File: src/scrx_defs.vh
/*
 header of register offsets, field positions and timing constants for the serial port block.
 assumes inclusion by bare name from the design file.
*/
`ifndef SCRX_DEFS_VH
`define SCRX_DEFS_VH
`define SCRX_OFF_BDH 6'h00
`define SCRX_OFF_BDL 6'h04
`define SCRX_OFF_C1 6'h08
`define SCRX_OFF_C2 6'h0c
`define SCRX_OFF_S1 6'h10
`define SCRX_OFF_S2 6'h14
`define SCRX_OFF_C3 6'h18
`define SCRX_OFF_D 6'h1c
`define SCRX_OFF_EN 6'h20
`define SCRX_RST8 8'h00
`define SCRX_BDH_EDGE 6
`define SCRX_BDH_AUTO 5
`define SCRX_C1_LOOP 7
`define SCRX_C1_STOP2 6
`define SCRX_C1_SWIRE 5
`define SCRX_C1_NINE 4
`define SCRX_C1_WAKE 3
`define SCRX_C1_ILT 2
`define SCRX_C1_PE 1
`define SCRX_C1_PODD 0
`define SCRX_C2_TIE 7
`define SCRX_C2_TCIE 6
`define SCRX_C2_RIE 5
`define SCRX_C2_ILIE 4
`define SCRX_C2_TE 3
`define SCRX_C2_RE 2
`define SCRX_C2_SLEEP 1
`define SCRX_S2_IDLESEL 3
`define SCRX_S2_INV 4
`define SCRX_C3_DIR 5
`define SCRX_SLOT_LAST 4'hf
`define SCRX_SYNC_ONES 2'h3
`define SCRX_IDLE_BASE 4'ha
`define SCRX_AUTO_CHAR 8'h55
`define SCRX_AUTO_EDGES 4'h5
`endif

File: src/scrx_uart.v
/*
 serial port with oversampled receiver, sleep/wakeup, pin modes, auto-baud and an axi4-lite slave.
 assumes a single 100 MHz clock; serial pins synchronous to aclk.
*/
// Decided for this implementation: register access over AXI4-Lite.
// Function
// - sample rx at sixteen per bit; edge is zero after three ones
// - vote slots three, five, seven; two zeros start reception else rearm
// - every bit level after the start bit is majority of slots eight, nine, ten
// - qualified start bit counts as zero whatever slots eight to ten say
// - noise flag on store if any checked sample disagrees with its bit
// - falling edges during reception realign the slot counter
// - sleep suppresses receive flags except idle when idle-select set
// - wake select: zero idle line, one address mark; hardware clears sleep
// - idle wakeup clears sleep; flags resume with next character
// - address mark msb one clears sleep and that character sets flags
// - loop mode routes tx to rx internally; receiver ignores rx pin, edge wake request still follows it
// - single wire: direction bit zero tx pin input, one output
// - enabled edge interrupt detects rx pin low asynchronously as wake request while rx inversion is clear
// - 13-bit divisor; zero stops baud, else clock over sixteen times divisor
// - auto-baud measures next 0x55 once per enable then updates divisor
// - stop width bit selects one or two stop bits on transmit; receiver checks one
// - width bit selects nine or eight bit characters
// - idle count after stop or after start needing ten plus extras
// - parity generated and checked over seven or eight data bits
// - parity type odd when one, even when zero, over whole character
// - interrupt enables gate outputs only, except edge enable also gates edge flag setting
// - transmitter enable off then on queues one idle character
// - any divisor write clears the baud counter
`timescale 1ns/10ps
`include "scrx_defs.vh"
`default_nettype none
module scrx_uart (
    input wire aclk,
    input wire aresetn,
    input wire [5:0] s_axi_awaddr,
    input wire s_axi_awvalid,
    output wire s_axi_awready,
    input wire [31:0] s_axi_wdata,
    input wire [3:0] s_axi_wstrb,
    input wire s_axi_wvalid,
    output wire s_axi_wready,
    output reg [1:0] s_axi_bresp,
    output reg s_axi_bvalid,
    input wire s_axi_bready,
    input wire [5:0] s_axi_araddr,
    input wire s_axi_arvalid,
    output wire s_axi_arready,
    output reg [31:0] s_axi_rdata,
    output reg [1:0] s_axi_rresp,
    output reg s_axi_rvalid,
    input wire s_axi_rready,
    input wire rx_pin,
    input wire tx_pin_in,
    output wire tx_pin_out,
    output wire tx_pin_oe,
    output wire irq,
    output wire rx_wake_irq
);
    localparam RS_IDLE = 2'd0;
    localparam RS_QUAL = 2'd1;
    localparam RS_DATA = 2'd2;

    reg [7:0] bdh, bdl, c1, c2, s2c, c3c, men;
    reg [7:0] rx_data;
    reg rx_bit8;
    reg f_tdre, f_tc, f_rdrf, f_idle, f_or, f_nf, f_fe, f_pf;
    reg f_edge;

    // axi write channel: address and data latched independently
    reg aw_held, w_held;
    reg [5:0] aw_addr;
    reg [31:0] w_data;
    reg [3:0] w_strb;
    assign s_axi_awready = !aw_held && !s_axi_bvalid;
    assign s_axi_wready = !w_held && !s_axi_bvalid;
    wire wr_go = aw_held && w_held && !s_axi_bvalid;
    wire wr_ok = wr_go && w_strb[0] && (aw_addr[1:0] == 2'b00) && (aw_addr <= `SCRX_OFF_EN);
    wire rd_go = s_axi_arvalid && s_axi_arready;
    assign s_axi_arready = !s_axi_rvalid;
    wire rd_data_reg = rd_go && (s_axi_araddr == `SCRX_OFF_D);

    always @(posedge aclk) begin
        if (!aresetn) begin
            aw_held <= 1'b0;
            w_held <= 1'b0;
            aw_addr <= 6'h00;
            w_data <= 32'h0000_0000;
            w_strb <= 4'h0;
            s_axi_bvalid <= 1'b0;
            s_axi_bresp <= 2'b00;
        end else begin
            if (s_axi_awvalid && s_axi_awready) begin
                aw_held <= 1'b1;
                aw_addr <= s_axi_awaddr;
            end
            if (s_axi_wvalid && s_axi_wready) begin
                w_held <= 1'b1;
                w_data <= s_axi_wdata;
                w_strb <= s_axi_wstrb;
            end
            if (wr_go) begin
                aw_held <= 1'b0;
                w_held <= 1'b0;
                s_axi_bvalid <= 1'b1;
                s_axi_bresp <= ((aw_addr[1:0] == 2'b00) && (aw_addr <= `SCRX_OFF_EN)) ? 2'b00 : 2'b10;
            end else if (s_axi_bvalid && s_axi_bready) begin
                s_axi_bvalid <= 1'b0;
            end
        end
    end

    wire wr_bd = wr_ok && (aw_addr == `SCRX_OFF_BDH || aw_addr == `SCRX_OFF_BDL);
    wire wr_c2 = wr_ok && (aw_addr == `SCRX_OFF_C2);
    wire wr_d = wr_ok && (aw_addr == `SCRX_OFF_D);

    // baud tick at sixteen times the bit rate
    reg [12:0] baud_cnt;
    wire [12:0] divisor = {bdh[4:0], bdl};
    wire tick = (divisor != 13'h0000) && (baud_cnt == divisor - 13'h0001);
    always @(posedge aclk) begin
        if (!aresetn || wr_bd || tick || divisor == 13'h0000) begin
            baud_cnt <= 13'h0000;
        end else begin
            baud_cnt <= baud_cnt + 13'h0001;
        end
    end

    // transmitter: shifts a frame or an idle character on each sixteenth tick
    reg [11:0] tx_shift;
    reg [3:0] tx_bits, tx_sub;
    reg tx_busy, tx_pend, idle_pend, tx_line;
    reg [7:0] tx_buf;
    wire par_odd = c1[`SCRX_C1_PODD];
    function parity_of;
        input [7:0] d;
        input nine;
        input odd;
        begin
            parity_of = (nine ? ^d : ^d[6:0]) ^ odd;
        end
    endfunction
    wire [3:0] frame_len = 4'd10 + {3'd0, c1[`SCRX_C1_STOP2]} + {3'd0, c1[`SCRX_C1_NINE]};
    wire [7:0] tx_byte = (c1[`SCRX_C1_PE] && !c1[`SCRX_C1_NINE]) ?
        {parity_of(tx_buf, 1'b0, par_odd), tx_buf[6:0]} : tx_buf;
    wire tx_b9 = c1[`SCRX_C1_PE] ? parity_of(tx_buf, 1'b1, par_odd) : 1'b1;
    wire te_rise = wr_c2 && w_data[`SCRX_C2_TE] && !c2[`SCRX_C2_TE];
    always @(posedge aclk) begin
        if (!aresetn) begin
            tx_shift <= 12'hfff;
            tx_bits <= 4'h0;
            tx_sub <= 4'h0;
            tx_busy <= 1'b0;
            tx_pend <= 1'b0;
            idle_pend <= 1'b0;
            tx_line <= 1'b1;
            tx_buf <= `SCRX_RST8;
            f_tdre <= 1'b0;
            f_tc <= 1'b0;
        end else begin
            if (te_rise) begin
                idle_pend <= 1'b1;
                f_tdre <= 1'b1;
                f_tc <= 1'b0;
            end
            if (wr_d) begin
                tx_buf <= w_data[7:0];
                tx_pend <= 1'b1;
                f_tdre <= 1'b0;
                f_tc <= 1'b0;
            end
            if (!tx_busy && c2[`SCRX_C2_TE] && (idle_pend || tx_pend)) begin
                tx_busy <= 1'b1;
                tx_sub <= 4'h0;
                tx_bits <= frame_len;
                if (idle_pend) begin
                    idle_pend <= 1'b0;
                    tx_shift <= 12'hfff;
                end else begin
                    tx_pend <= 1'b0;
                    f_tdre <= !wr_d;
                    tx_shift <= c1[`SCRX_C1_NINE] ? {2'b11, tx_b9, tx_byte, 1'b0} : {3'b111, tx_byte, 1'b0};
                end
            end else if (tx_busy && tick) begin
                tx_sub <= tx_sub + 4'h1;
                if (tx_sub == 4'h0) begin
                    tx_line <= tx_shift[0];
                    tx_shift <= {1'b1, tx_shift[11:1]};
                end
                if (tx_sub == `SCRX_SLOT_LAST) begin
                    tx_bits <= tx_bits - 4'h1;
                    if (tx_bits == 4'h1) begin
                        tx_busy <= 1'b0;
                        if (!tx_pend && !idle_pend && !wr_d) begin
                            f_tc <= 1'b1;
                        end
                    end
                end
            end
        end
    end

    // pin routing
    wire loop_on = c1[`SCRX_C1_LOOP];
    wire swire = loop_on && c1[`SCRX_C1_SWIRE];
    assign tx_pin_oe = !swire || c3c[`SCRX_C3_DIR];
    assign tx_pin_out = tx_line;
    wire raw_in = !loop_on ? rx_pin : (swire ? tx_pin_in : tx_line);
    wire rx_in = raw_in ^ s2c[`SCRX_S2_INV];

    // receiver sampling state
    reg [1:0] rs;
    reg [2:0] hist;
    reg [3:0] slot, rbit, nbits;
    reg [2:0] qv, mv;
    reg noisy;
    reg [3:0] idle_cnt;
    reg idle_arm;
    reg sleep;
    reg ab_done, ab_run;
    reg [19:0] ab_cnt;
    reg [3:0] ab_edges;
    wire fall = (hist == 3'b111) && !rx_in;
    wire maj = (mv[0] & mv[1]) | (mv[0] & mv[2]) | (mv[1] & mv[2]);
    wire [2:0] mv_now = {rx_in, mv[2:1]};
    wire maj_now = (mv_now[0] & mv_now[1]) | (mv_now[0] & mv_now[2]) | (mv_now[1] & mv_now[2]);
    wire [3:0] rx_total = 4'd10 + {3'd0, c1[`SCRX_C1_NINE]};
    wire [3:0] idle_need = `SCRX_IDLE_BASE + {3'd0, c1[`SCRX_C1_STOP2]} + {3'd0, c1[`SCRX_C1_NINE]};
    reg store_now;
    always @(posedge aclk) begin
        if (!aresetn) begin
            rs <= RS_IDLE;
            hist <= 3'b000;
            slot <= 4'h0;
            rbit <= 4'h0;
            nbits <= 4'h0;
            qv <= 3'b000;
            mv <= 3'b000;
            noisy <= 1'b0;
            store_now <= 1'b0;
        end else begin
            store_now <= 1'b0;
            if (tick) begin
                hist <= {hist[1:0], rx_in};
                slot <= slot + 4'h1;
                case (rs)
                    RS_IDLE: begin
                        if (fall && c2[`SCRX_C2_RE]) begin
                            rs <= RS_QUAL;
                            slot <= 4'h2;
                            noisy <= 1'b0;
                        end
                    end
                    RS_QUAL: begin
                        if (slot == 4'h3 || slot == 4'h5 || slot == 4'h7) begin
                            qv <= {rx_in, qv[2:1]};
                            noisy <= noisy | rx_in;
                        end else if (slot > 4'h3 && slot < 4'h8) begin
                            noisy <= noisy | rx_in;
                        end
                        if (slot == 4'h8) begin
                            if ((qv[0] + qv[1] + qv[2]) >= 2'd2) begin
                                rs <= RS_IDLE;
                            end else begin
                                rs <= RS_DATA;
                                rbit <= 4'h0;
                                nbits <= rx_total;
                                mv <= {rx_in, 2'b00};
                                noisy <= noisy | rx_in;
                            end
                        end
                    end
                    RS_DATA: begin
                        if (fall) begin
                            slot <= 4'h2;
                        end
                        if (slot >= 4'h8 && slot <= 4'ha) begin
                            mv <= mv_now;
                        end
                        if (slot == 4'ha) begin
                            if (rbit == 4'h0) begin
                                noisy <= noisy | (mv_now != 3'b000);
                            end else begin
                                noisy <= noisy | (mv_now != 3'b000 && mv_now != 3'b111);
                            end
                            rbit <= rbit + 4'h1;
                            if (rbit == nbits - 4'h1) begin
                                rs <= RS_IDLE;
                                store_now <= 1'b1;
                            end
                        end
                    end
                    default: rs <= RS_IDLE;
                endcase
            end
        end
    end
    // indexed bit arrangement: rebuild frame word from serial bits
    reg [10:0] frame;
    always @(posedge aclk) begin
        if (!aresetn) begin
            frame <= 11'h000;
        end else if (tick && rs == RS_DATA && slot == 4'ha) begin
            frame[rbit] <= (rbit == 4'h0) ? 1'b0 : maj_now;
        end
    end
    wire [8:0] fw = frame[9:1];
    wire f_msb = c1[`SCRX_C1_NINE] ? fw[8] : fw[7];
    wire f_stop = c1[`SCRX_C1_NINE] ? frame[10] : frame[9];
    wire f_pbad = c1[`SCRX_C1_PE] && ((c1[`SCRX_C1_NINE] ? ^fw[8:0] : ^fw[7:0]) != par_odd);

    // store, flags, sleep and idle detection
    wire idle_done = idle_arm && tick && slot == `SCRX_SLOT_LAST && idle_cnt == idle_need - 4'h1;
    wire wake_addr = store_now && sleep && c1[`SCRX_C1_WAKE] && f_msb;
    wire flags_ok = !sleep || wake_addr;
    always @(posedge aclk) begin
        if (!aresetn) begin
            rx_data <= `SCRX_RST8;
            rx_bit8 <= 1'b0;
            {f_rdrf, f_idle, f_or, f_nf, f_fe, f_pf} <= 6'b000000;
            sleep <= 1'b0;
            idle_cnt <= 4'h0;
            idle_arm <= 1'b0;
        end else begin
            if (rd_data_reg) begin
                {f_rdrf, f_idle, f_or, f_nf, f_fe, f_pf} <= 6'b000000;
            end
            if (wr_c2) begin
                sleep <= w_data[`SCRX_C2_SLEEP];
            end
            if (store_now && flags_ok) begin
                if (f_rdrf && !rd_data_reg) begin
                    f_or <= 1'b1;
                end else begin
                    rx_data <= fw[7:0];
                    rx_bit8 <= fw[8];
                    f_rdrf <= 1'b1;
                    f_nf <= noisy;
                    f_fe <= !f_stop;
                    f_pf <= f_pbad;
                end
            end
            if (wake_addr) begin
                sleep <= 1'b0;
            end
            // idle counter restarts on any zero; reference point set by idle type
            if (rs == RS_QUAL || (rs == RS_DATA && !c1[`SCRX_C1_ILT] && rx_in == 1'b0) || !rx_in) begin
                idle_cnt <= 4'h0;
            end else if (tick && slot == `SCRX_SLOT_LAST && idle_arm && (rs == RS_IDLE || !c1[`SCRX_C1_ILT])) begin
                idle_cnt <= idle_cnt + 4'h1;
            end
            if (store_now) begin
                idle_arm <= 1'b1;
            end
            if (idle_done) begin
                idle_arm <= 1'b0;
                if (sleep && !c1[`SCRX_C1_WAKE]) begin
                    sleep <= 1'b0;
                end
                if (!sleep || s2c[`SCRX_S2_IDLESEL]) begin
                    f_idle <= 1'b1;
                end
            end
        end
    end

    // auto-baud: count clocks over the first eight bit times of a 0x55 frame
    reg ab_prev;
    wire ab_arm = bdh[`SCRX_BDH_AUTO] && !ab_done;
    always @(posedge aclk) begin
        if (!aresetn) begin
            ab_done <= 1'b0;
            ab_run <= 1'b0;
            ab_cnt <= 20'h0_0000;
            ab_edges <= 4'h0;
            ab_prev <= 1'b1;
        end else begin
            ab_prev <= rx_in;
            if (!bdh[`SCRX_BDH_AUTO]) begin
                ab_done <= 1'b0;
                ab_run <= 1'b0;
            end else if (ab_arm) begin
                if (ab_prev && !rx_in) begin
                    if (!ab_run) begin
                        ab_run <= 1'b1;
                        ab_cnt <= 20'h0_0000;
                        ab_edges <= 4'h0;
                    end else begin
                        ab_edges <= ab_edges + 4'h1;
                        if (ab_edges == `SCRX_AUTO_EDGES - 4'h2) begin
                            ab_run <= 1'b0;
                            ab_done <= 1'b1;
                        end
                    end
                end else if (ab_run) begin
                    ab_cnt <= ab_cnt + 20'h0_0001;
                end
            end
        end
    end
    // eight bit times over sixteen slots: divisor = clocks / 128
    wire ab_fire = ab_arm && ab_run && ab_prev && !rx_in && ab_edges == `SCRX_AUTO_EDGES - 4'h2;

    // register file
    always @(posedge aclk) begin
        if (!aresetn) begin
            bdh <= `SCRX_RST8;
            bdl <= `SCRX_RST8;
            c1 <= `SCRX_RST8;
            c2 <= `SCRX_RST8;
            s2c <= `SCRX_RST8;
            c3c <= `SCRX_RST8;
            men <= `SCRX_RST8;
            f_edge <= 1'b0;
        end else begin
            if (wr_ok) begin
                case (aw_addr)
                    `SCRX_OFF_BDH: bdh <= w_data[7:0];
                    `SCRX_OFF_BDL: bdl <= w_data[7:0];
                    `SCRX_OFF_C1: c1 <= w_data[7:0];
                    `SCRX_OFF_C2: c2 <= w_data[7:0];
                    `SCRX_OFF_S2: s2c <= {1'b0, 1'b0, 1'b0, w_data[4:1], 1'b0};
                    `SCRX_OFF_C3: c3c <= {2'b00, w_data[5:0]};
                    `SCRX_OFF_EN: men <= w_data[7:0];
                    default: men <= men;
                endcase
                if (aw_addr == `SCRX_OFF_S2 && w_data[6]) begin
                    f_edge <= 1'b0;
                end
            end
            if (ab_fire) begin
                bdh <= {bdh[7:5], ab_cnt[19:15]};
                bdl <= ab_cnt[14:7];
            end
            if (men[0] && bdh[`SCRX_BDH_EDGE] && !rx_in && flags_ok) begin
                f_edge <= 1'b1;
            end
            c2[`SCRX_C2_SLEEP] <= (wr_c2 ? w_data[`SCRX_C2_SLEEP] : c2[`SCRX_C2_SLEEP]) && !(idle_done && sleep
                && !c1[`SCRX_C1_WAKE]) && !wake_addr;
        end
    end

    // combinational wake keeps working without the baud clock
    assign rx_wake_irq = men[0] && bdh[`SCRX_BDH_EDGE] && !rx_pin && !s2c[`SCRX_S2_INV];
    assign irq = (f_tdre && c2[`SCRX_C2_TIE]) || (f_tc && c2[`SCRX_C2_TCIE]) || (f_rdrf && c2[`SCRX_C2_RIE])
        || (f_idle && c2[`SCRX_C2_ILIE]) || (f_edge && bdh[`SCRX_BDH_EDGE]);

    always @(posedge aclk) begin
        if (!aresetn) begin
            s_axi_rvalid <= 1'b0;
            s_axi_rdata <= 32'h0000_0000;
            s_axi_rresp <= 2'b00;
        end else if (rd_go) begin
            s_axi_rvalid <= 1'b1;
            s_axi_rresp <= 2'b00;
            case (s_axi_araddr)
                `SCRX_OFF_BDH: s_axi_rdata <= {24'h0000_00, bdh};
                `SCRX_OFF_BDL: s_axi_rdata <= {24'h0000_00, bdl};
                `SCRX_OFF_C1: s_axi_rdata <= {24'h0000_00, c1};
                `SCRX_OFF_C2: s_axi_rdata <= {24'h0000_00, c2};
                `SCRX_OFF_S1: s_axi_rdata <= {24'h0000_00, f_tdre, f_tc, f_rdrf, f_idle, f_or, f_nf, f_fe, f_pf};
                `SCRX_OFF_S2: s_axi_rdata <= {24'h0000_00, 1'b0, f_edge, 1'b0, s2c[4:1], rs != RS_IDLE};
                `SCRX_OFF_C3: s_axi_rdata <= {24'h0000_00, rx_bit8, 1'b0, c3c[5:0]};
                `SCRX_OFF_D: s_axi_rdata <= {24'h0000_00, rx_data};
                `SCRX_OFF_EN: s_axi_rdata <= {24'h0000_00, men};
                default: begin
                    s_axi_rdata <= 32'h0000_0000;
                    s_axi_rresp <= 2'b10;
                end
            endcase
        end else if (s_axi_rvalid && s_axi_rready) begin
            s_axi_rvalid <= 1'b0;
        end
    end
endmodule // scrx_uart
`default_nettype wire

File: config.mk
export PLATFORM = sky130hd
export DESIGN_NAME = scrx_uart
export DESIGN_NICKNAME = d
export VERILOG_FILES = /design/src/scrx_uart.v
export VERILOG_INCLUDE_DIRS = /design/src
export SDC_FILE = /design/constraint.sdc
export NUM_CORES = 1
export LEC_CHECK = 0
export ABC_AREA = 1
export BUFFER_PORTS_ARGS = -buffer_cell sky130_fd_sc_hd__buf_2
export CAP_MARGIN = 40
export CORE_MARGIN = 5
export CORE_UTILIZATION = 45
export DETAILED_ROUTE_END_ITERATION = 8
export PLACE_DENSITY = 0.73
export SYNTH_ARGS = -nofsm -noshare
export SYNTH_HDL_FRONTEND = slang
export SYNTH_SLANG_ARGS = --single-unit
File: constraint.sdc
create_clock -name aclk -period 3.9 [get_ports aclk]
set_clock_uncertainty 0.05 [all_clocks]
set_input_delay 1.17 -clock aclk [delete_from_list [all_inputs] [get_ports aclk]]
set_output_delay 1.17 -clock aclk [all_outputs]
set_load 0.05 [all_outputs]
* Yosys cells after proc, flatten, opt, wreduce, memory -nomap -nowiden
Cells that the tools add are included.
Word-level totals: register bits after elaboration 237, input port bits 57
Operators by class: add/subtract/negate cells 16, $lt $le $gt $ge 8, equality and inequality tests 39, multiplexer cells 111, bitwise operators 17, reductions and logical operators 170
Operator list (number):
- 8-bit one-hot mux with 9 select lines | 1
- 1-bit logical AND | 71
- 1-bit 2-to-1 mux | 69
- 20-bit 2-to-1 mux | 3
- 6-bit by 5-bit equality test with 1-bit output, second input constant | 7
- 12-bit 2-to-1 mux | 3
- 4-bit 2-to-1 mux | 9
- 8-bit 2-to-1 mux | 4
- 2-bit nonzero test | 14
- 2-bit AND reduction | 13
- 6-bit by 4-bit equality test with 1-bit output, second input constant | 4
- 1-bit logical NOT | 23
- 20-bit by 1-bit adder with 20-bit output, second input constant | 1
- 4-bit by 1-bit adder with 4-bit output, second input constant | 5
- 10-bit 2-to-1 mux | 2
- 4-bit AND reduction | 5
- 1-bit logical OR | 17
- 4-bit equality test, second input constant | 4
- 4-bit one-hot mux with 2 select lines | 2
- 8-bit parity | 2
- 5-bit 2-to-1 mux | 3
- 3-bit AND reduction | 5
- 5-bit AND reduction | 3
- 2-bit 2-to-1 mux | 7
- 48 further kinds | 84

* Longest topological paths before layout
Gate-level depths: netlist (run 1).
depth after elaboration 15, gate-level depth with buffers 17

* Worst setup path after synthesis (run 1)
Ideal clock, no wire load.
path kind input-to-output, start point in rx_pin, end point out rx_wake_irq, data arrival time 2246 ps, data required time 2680 ps, setup slack 434 ps, cell stages on the path 1, buffers on the path 0, path through nor3_1
Between the ends: longest elaborated chain between the ends 3
RTL lines:
- start: declaration | RTL line scrx_uart.v:53 | input wire rx_pin,
- 1-bit logical NOT | RTL line scrx_uart.v:444 | assign rx_wake_irq = men[0] && bdh[`SCRX_BDH_EDGE] && !rx_pin && !s2c[`SCRX_S2_INV];
- 1-bit logical AND (2 in series) | RTL line scrx_uart.v:444
- end: declaration | RTL line scrx_uart.v:58 | output wire rx_wake_irq
Every way passes these cells.

* Final worst setup path (run 1)
Ends and elaborated chain as after synthesis.

==> reports/summary.txt, run 1 <==
RSZ-0062 raised after global routing -> no
power density cells -> 377 mW/mm²
final wirelength -> 29600 µm
Syn Inst Count -> 1613
fill cell count -> 2405
Hold Path Class -> reg -> reg
vias in the first global route -> 9949
Post-Synth Adder-Cell Area -> 2.97%
vias per inst -> 5.28
final setup vio count -> 0
routed len/inst -> 14.9 µm
Register Area -> 0.00410 mm²
# diodes -> 0
vias -> 10500
TNS Setup -> 0 ps
CTS tree -> built
Worst EP arrival -> 1870 ps
Placement Cell Area -> 0.0114 mm²
Worst path depth -> 3
simple-gate share of the synthesized area -> 29.4%
Slowest Stage Delay on Critical Path -> 320 ps
Congestion Overflow GR -> 0
worst setup path startpoint -> rx_pin
Rows -> 57
Synth area leader -> dfxtp_1
Hold Crit Start -> men[7]
Die H -> 166 µm
path type of the worst setup path -> in -> out
Area contributors post-synth -> dfxtp_1 37%, nand2_1 10%, inv_1 7.7%
CP max FO -> 3
most frequent cell on the critical path -> buf_2
initial DRC count -> 768
Clock Tree Root -> clkbuf_16
Buf/Inv on CP -> 2
core area -> 0.0242 mm²
Seq/Total Area, Yosys -> 37.4%
clock transition at the registers of the reported paths -> 50 ps
top_reg_cell synth -> dfxtp_1
Longest Clk Path Bufs -> 3
Avg Cell Area, Syn -> 6.80 µm²
peak supply drop -> 0.000300 V
clock sink count -> 205
multiplexer share of the synthesized area -> 0%
Design Area, Final -> 0.0122 mm²
slew of the pin with the lowest slew margin -> 760 ps
Final Hold Vio Count -> 0
Cell Chain, Critical Path -> buf_2, nor3_1, buf_2
Crit-path slowest cell -> buf_2
relative slew slack -> 49.2%
cells on worst reg2reg path -> 15
IO Count -> 102
H-tree depth -> 1
commonest cells in the netlist -> 305 x nand2_1, 225 x inv_1, 205 x dfxtp_1, 194 x nor2_1, 123 x a21oi_1
top-count cell post-synth -> nand2_1
ANT nets after route -> 0
Initial Util -> 45.3%
Post-CTS Hold Buffers -> 0
Synth Cell Area -> 0.0110 mm²
drt drc -> 0
CP required -> 2680 ps
footprint of the multi-input gates -> 0.00570 mm²
CP delay by family, top -> buffers and inverters
post-synthesis sequential element count -> 205
Post CTS Setup Buffer Count -> 0
GP Congestion -> 0.943
outcome -> completed
die area -> 0.0276 mm²
distinct cell type count after synthesis -> 47
number of max-cap violations -> 0
Area Overhead vs Synth -> 11.0%
post-cts resize count -> 0
Ys Warns -> 0
Post-synth EDFFs -> 0
share of post-route cells with drive strength above 1 -> 7.19%
Synth Area in XOR/XNOR -> 3.67%
Final Max Slew Viols -> 0
Synth Area in Compound Gates -> 15.1%
Period minus WS final -> 3090 ps
Tcrit/Tclk final -> 79.3%
hpwl dp -> 21900 µm
router iterations before antenna repair -> 6
kind of end point of the critical path -> primary output
Die X -> 166 µm
Nets -> 1734
fmax -> 323 MHz
CTS Buf Count -> 23
Worst setup SP type -> input pin
Design Power -> 0.00459 W
P_leak -> 4.90 nW
first-pass GRT wire length -> 48400 µm
Post-synth ARST share -> 0%
largest net degree at the start of global routing -> 105
largest family of logic cells by synthesized area -> simple AND/OR/NAND/NOR gates
initial antenna violation count -> 1
Hold Crit Depth -> 2
Critical R2R Launch -> bdl[0]
post-synth top area share -> 37.4%
overall routing resource usage -> 20.6%
Clk Latency, worst-skew pair -> 520 ps
I/O Buffers -> 48
## routing by layer
| metal | part of all wire (%) | vias to the layer above | track usage [%] |
|---|---|---|---|
| li1 | - | 5312 | - |
| met1 | 45 | 4816 | 27.7 |
| met2 | 45 | 328 | 34.5 |
| met3 | 6.6 | 57 | 2.95 |
| met4 | 2.6 | 2 | 5.77 |
| met5 | 0.044 | - | 0 |
## sequential cells by signal, indices dropped and copies added, names as in the netlist, 6 cells and up
register	count
c2	8
rx_data	8
bdl	8
frame	10
w_data	8
c3c	6
tx_shift	10
men	8
s_axi_rdata	8
tx_buf	8
c1	8
aw_addr	6
ab_cnt	20
baud_cnt	13
bdh	8
## cells in the final DEF, fill, tap and decap left out, types with 5 or more instances in the layout
cell and n:
clkbuf_16 23, a221oi_1 8, xor2_1 24, ha_1 26, o21ai_0 117, conb_1 26, nand2_1 305, o21a_1 5
nor2_2 5, a21oi_1 123, o211ai_1 5, buf_2 48, a211oi_1 9, o22ai_1 6, inv_1 224, nand3_1 105
nor3b_1 5, nand4_1 43, nor3_1 50, o2111ai_1 5, nor4_1 9, clkbuf_1 6, dfxtp_1 205, a31oi_1 8
nor2_4 5, nor2_1 194, xnor2_1 22, buf_4 11
## logic make-up (layout without fill, tap and decap cells)
family / Yosys count / in the layout
AO/OA/AOI/OAI: 300 / 300
XOR/XNOR: 46 / 46
adder cells (fa/ha/maj): 26 / 26
buffers and inverters: 299 / 329
flip-flops: 205 / 205
other: 1 / 26
AND/OR/NAND/NOR: 736 / 736
## report_power, final
group	switching [W]	total [W]	internal [W]
combinational	0.000207	0.000262	0.0000545
sequential	0.0000365	0.00215	0.00212
clock	0.000875	0.00217	0.00130
total	0.00112	0.00459	0.00347
## stage by stage
stage	hold WS (ps)	utilization (%)	instances	worst slack, ps
after floorplan	373	-	1638	434
after global placement	392	47.2	1950	573
after detailed placement	399	47.2	1950	536
after CTS	408	50.3	1992	851
after global routing	432	50.3	1992	675
final	409	50.3	1992	807
## path summary, 6_finish.rpt
| path | endpoint | slack [ps] |
|---|---|---|
| worst max-delay path | rx_wake_irq | 810 |
| worst min-delay path | men[7] | 410 |
| worst max register to register | qv[2] | 980 |
| worst min register to register | men[7] | 410 |
## tightest hold or removal path, delay by kind of cell, from the launching register on
kind | cells | cell delay [ps]
flip-flops | 1 | 290
buffers and inverters | 1 | 60
AO/OA/AOI/OAI | 1 | 60
## cell type report
cell class,instances,area share (%)
sequential,205,33.7
clock buffer,33,5.37
inverter,227,7.00
timing repair buffer,60,2.82
multi-input combinational,1134,46.9
clock inverter,9,0.874
tap,324,3.33
No activity file was read; power rests on OpenSTA's default activity.
==> run 2: changes to the inputs <==
--- a/config.mk
+++ b/config.mk
@@ -12,7 +12,7 @@
 export CORE_MARGIN = 5
 export CORE_UTILIZATION = 45
 export DETAILED_ROUTE_END_ITERATION = 8
-export PLACE_DENSITY = 0.73
+export PLACE_DENSITY = 0.76
 export SYNTH_ARGS = -nofsm -noshare
 export SYNTH_HDL_FRONTEND = slang
 export SYNTH_SLANG_ARGS = --single-unit
==> constraint.sdc (replaced) <==
create_clock -name aclk -period 2.7 [get_ports aclk]
set_clock_uncertainty 0.05 [all_clocks]
set_input_delay 0.81 -clock aclk [delete_from_list [all_inputs] [get_ports aclk]]
set_output_delay 0.81 -clock aclk [all_outputs]
set_load 0.05 [all_outputs]
==> run 2 against run 1 <==
Compared with the run above: via count up 1.2%; count of clock-buffer cells in the layout is 1 higher; core utilization is 1.3 points higher; routed wire length is 0.47% lower; hold slack gained 2.6 ps; worst setup slack worse by 620 ps; register-to-register slack lost 760 ps; non-clock buffer count up 29; power grew 48%; critical path depth rose by 2; first-iteration DRC count grew 9.8%; sequential share of layout area fell by 0.86 points.
==> reports/summary.txt, run 2 (synthesis results as in run 1) <==
outcome -> completed (unchanged)
Worst Slack Setup Final -> 190 ps (was 807 ps)
Net Switching -> 0.00167 W (was 0.00112 W)
# diodes -> 0 (unchanged)
Clock Tree Root -> clkbuf_16 (unchanged)
Net Sw Frac -> 24.5% (was 24.4%)
ANT nets after route -> 0 (unchanged)
worst setup path startpoint -> bdh[6] (was rx_pin)
drt drc -> 0 (unchanged)
Worst EP arrival -> 1650 ps (was 1870 ps)
largest net degree at the start of global routing -> 105 (unchanged)
core area -> 0.0242 mm² (unchanged)
clock power share -> 48.7% (was 47.4%)
Internal -> 0.00514 W (was 0.00347 W)
relative slew slack -> 54.7% (was 49.2%)
Nets -> 1764 (was 1734)
Die H -> 166 µm (unchanged)
Final Max Slew Viols -> 0 (unchanged)
CTS Buf Count -> 24 (was 23)
router iterations before antenna repair -> 8 (was 6)
Period minus WS final -> 2510 ps
CP max FO -> 4 (was 3)
Area Overhead vs Synth -> 13.9% (was 11.0%)
P_leak -> 5.10 nW (was 4.90 nW)
path type of the worst setup path -> reg -> out (was in -> out)
Hold Crit Start -> s_axi_rdata[4] (was men[7])
H-tree depth -> 1 (unchanged)
CP required -> 1840 ps (was 2680 ps)
Post CTS Setup Buffer Count -> 0 (unchanged)
Rows -> 57 (unchanged)
Flop pwr share -> 45.7% (was 46.9%)
IO Count -> 102 (unchanged)
Congestion Overflow GR -> 0 (unchanged)
Die X -> 166 µm (unchanged)
final cell count without fillers -> 2023 (was 1992)
initial antenna violation count -> 0 (was 1)
Post-CTS Hold Buffers -> 0 (unchanged)
most frequent cells in the layout -> 305 x nand2_1, 224 x inv_1, 205 x dfxtp_1 (unchanged)
power density cells -> 545 mW/mm² (was 377 mW/mm²)
GP Congestion -> 0.918 (was 0.943)
dpl cells -> 1979 (was 1950)
number of max-cap violations -> 0 (unchanged)
first-pass GRT wire length -> 48200 µm (was 48400 µm)
TNS Setup -> 0 ps (unchanged)
peak supply drop -> 0.000540 V (was 0.000300 V)
vias in the first global route -> 9687 (was 9949)
routed len/inst -> 14.6 µm (was 14.9 µm)
final setup vio count -> 0 (unchanged)
most common cell after layout, fill and taps aside -> nand2_1 (unchanged)
Regs by FF count -> ab_cnt (20), baud_cnt (13) (unchanged)
final wirelength -> 29500 µm (was 29600 µm)
Hold Path Class -> reg -> reg (unchanged)
vias per inst -> 5.26 (was 5.28)
Initial Util -> 45.3% (unchanged)
overall routing resource usage -> 20.6% (about the same)
clock sink count -> 205 (unchanged)
die area -> 0.0276 mm² (unchanged)
Tcrit/Tclk final -> 93.0%
I/O Buffers -> 48 (unchanged)
Critical R2R Launch -> bdl[0] (unchanged)
number of flip-flops in the largest register -> 20 (unchanged)
Clk Latency, worst-skew pair -> 540 ps (was 520 ps)
post-cts resize count -> 0 (unchanged)
RSZ-0062 raised after global routing -> no (unchanged)
Longest Clk Path Bufs -> 3 (unchanged)
kind of end point of the critical path -> primary output (unchanged)
Worst setup SP type -> flop (was input pin)
Final Hold Vio Count -> 0 (unchanged)
CTS tree -> built (unchanged)
clock transition at the registers of the reported paths -> 60 ps (was 50 ps)
vias -> 10600 (was 10500)
initial DRC count -> 843 (was 768)
hpwl dp -> 22000 µm (was 21900 µm)
fmax -> 398 MHz
largest register by flop count -> ab_cnt (unchanged)
Comb power frac -> 5.7% (about the same)
share of post-route cells with drive strength above 1 -> 9.12% (was 7.19%)
dpl ws -> 49.4 ps (was 536 ps)
slew of the pin with the lowest slew margin -> 680 ps (was 760 ps)
-- run 2: cell types whose count changed in the layout (fill, tap and decap cells not counted), sizes merged --
cell / delta
buf: +29
clkinv: +4
inv: -1
clkinvlp: -2
clkbuf: +1
-- run 2: path summary, 6_finish.rpt --
path              slack, ps        endpoint  depth (start not counted)
setup / recovery        190             irq                          5
hold / removal          410  s_axi_rdata[4]                          2
setup reg to reg        220           qv[2]                         16
hold reg to reg         410  s_axi_rdata[4]                          2
-- run 2: area by class of cell --
| type | instances | area, µm² |
|---|---|---|
| clock inverter | 10 | 128 |
| multi-input combinational | 1134 | 5710 |
| clock buffer | 34 | 698 |
| sequential | 205 | 4100 |
| timing repair buffer | 89 | 586 |
| tap | 324 | 405 |
| inverter | 227 | 852 |
| fill | 2357 | 11700 |
-- run 2: through the flow --
step	total power, W	instance area [µm²]	hold slack (ps)	utilization [%]
finish	0.00681	12500	412	51.6
global route	0.00704	12500	434	51.6
detailed placement	0.00355	11700	393	48.2
global placement	0.00355	11700	388	48.2
floorplan	0.00346	11100	373	-
CTS	0.00686	12500	411	51.6
-- run 2: critical path, stage by stage, from the launching register on --
cell and delay [ps]:
dfxtp_1 360, nand2_1 70, o21ai_0 70, a21oi_1 120
o221ai_1 210, buf_2 280
-- run 2: metal layers --
layer  vias to the layer above  wire length (µm)  track usage (%)
met5                         -                 0                0
met4                         0              1030             6.92
met3                        73              2060             3.28
met2                       368             13100             33.6
met1                      4807             13300             28.0
li1                       5390                 -                -
-- run 2: power by group through the flow --
stage / Clock (W) / Combinational, W / Sequential (W)
finish: 0.00332 / 0.000385 / 0.00311
detailed placement: 0 / 0.000379 / 0.00317
CTS: 0.00337 / 0.000381 / 0.00311
global route: 0.00350 / 0.000420 / 0.00311
global placement: 0 / 0.000375 / 0.00317
floorplan: 0 / 0.000303 / 0.00316
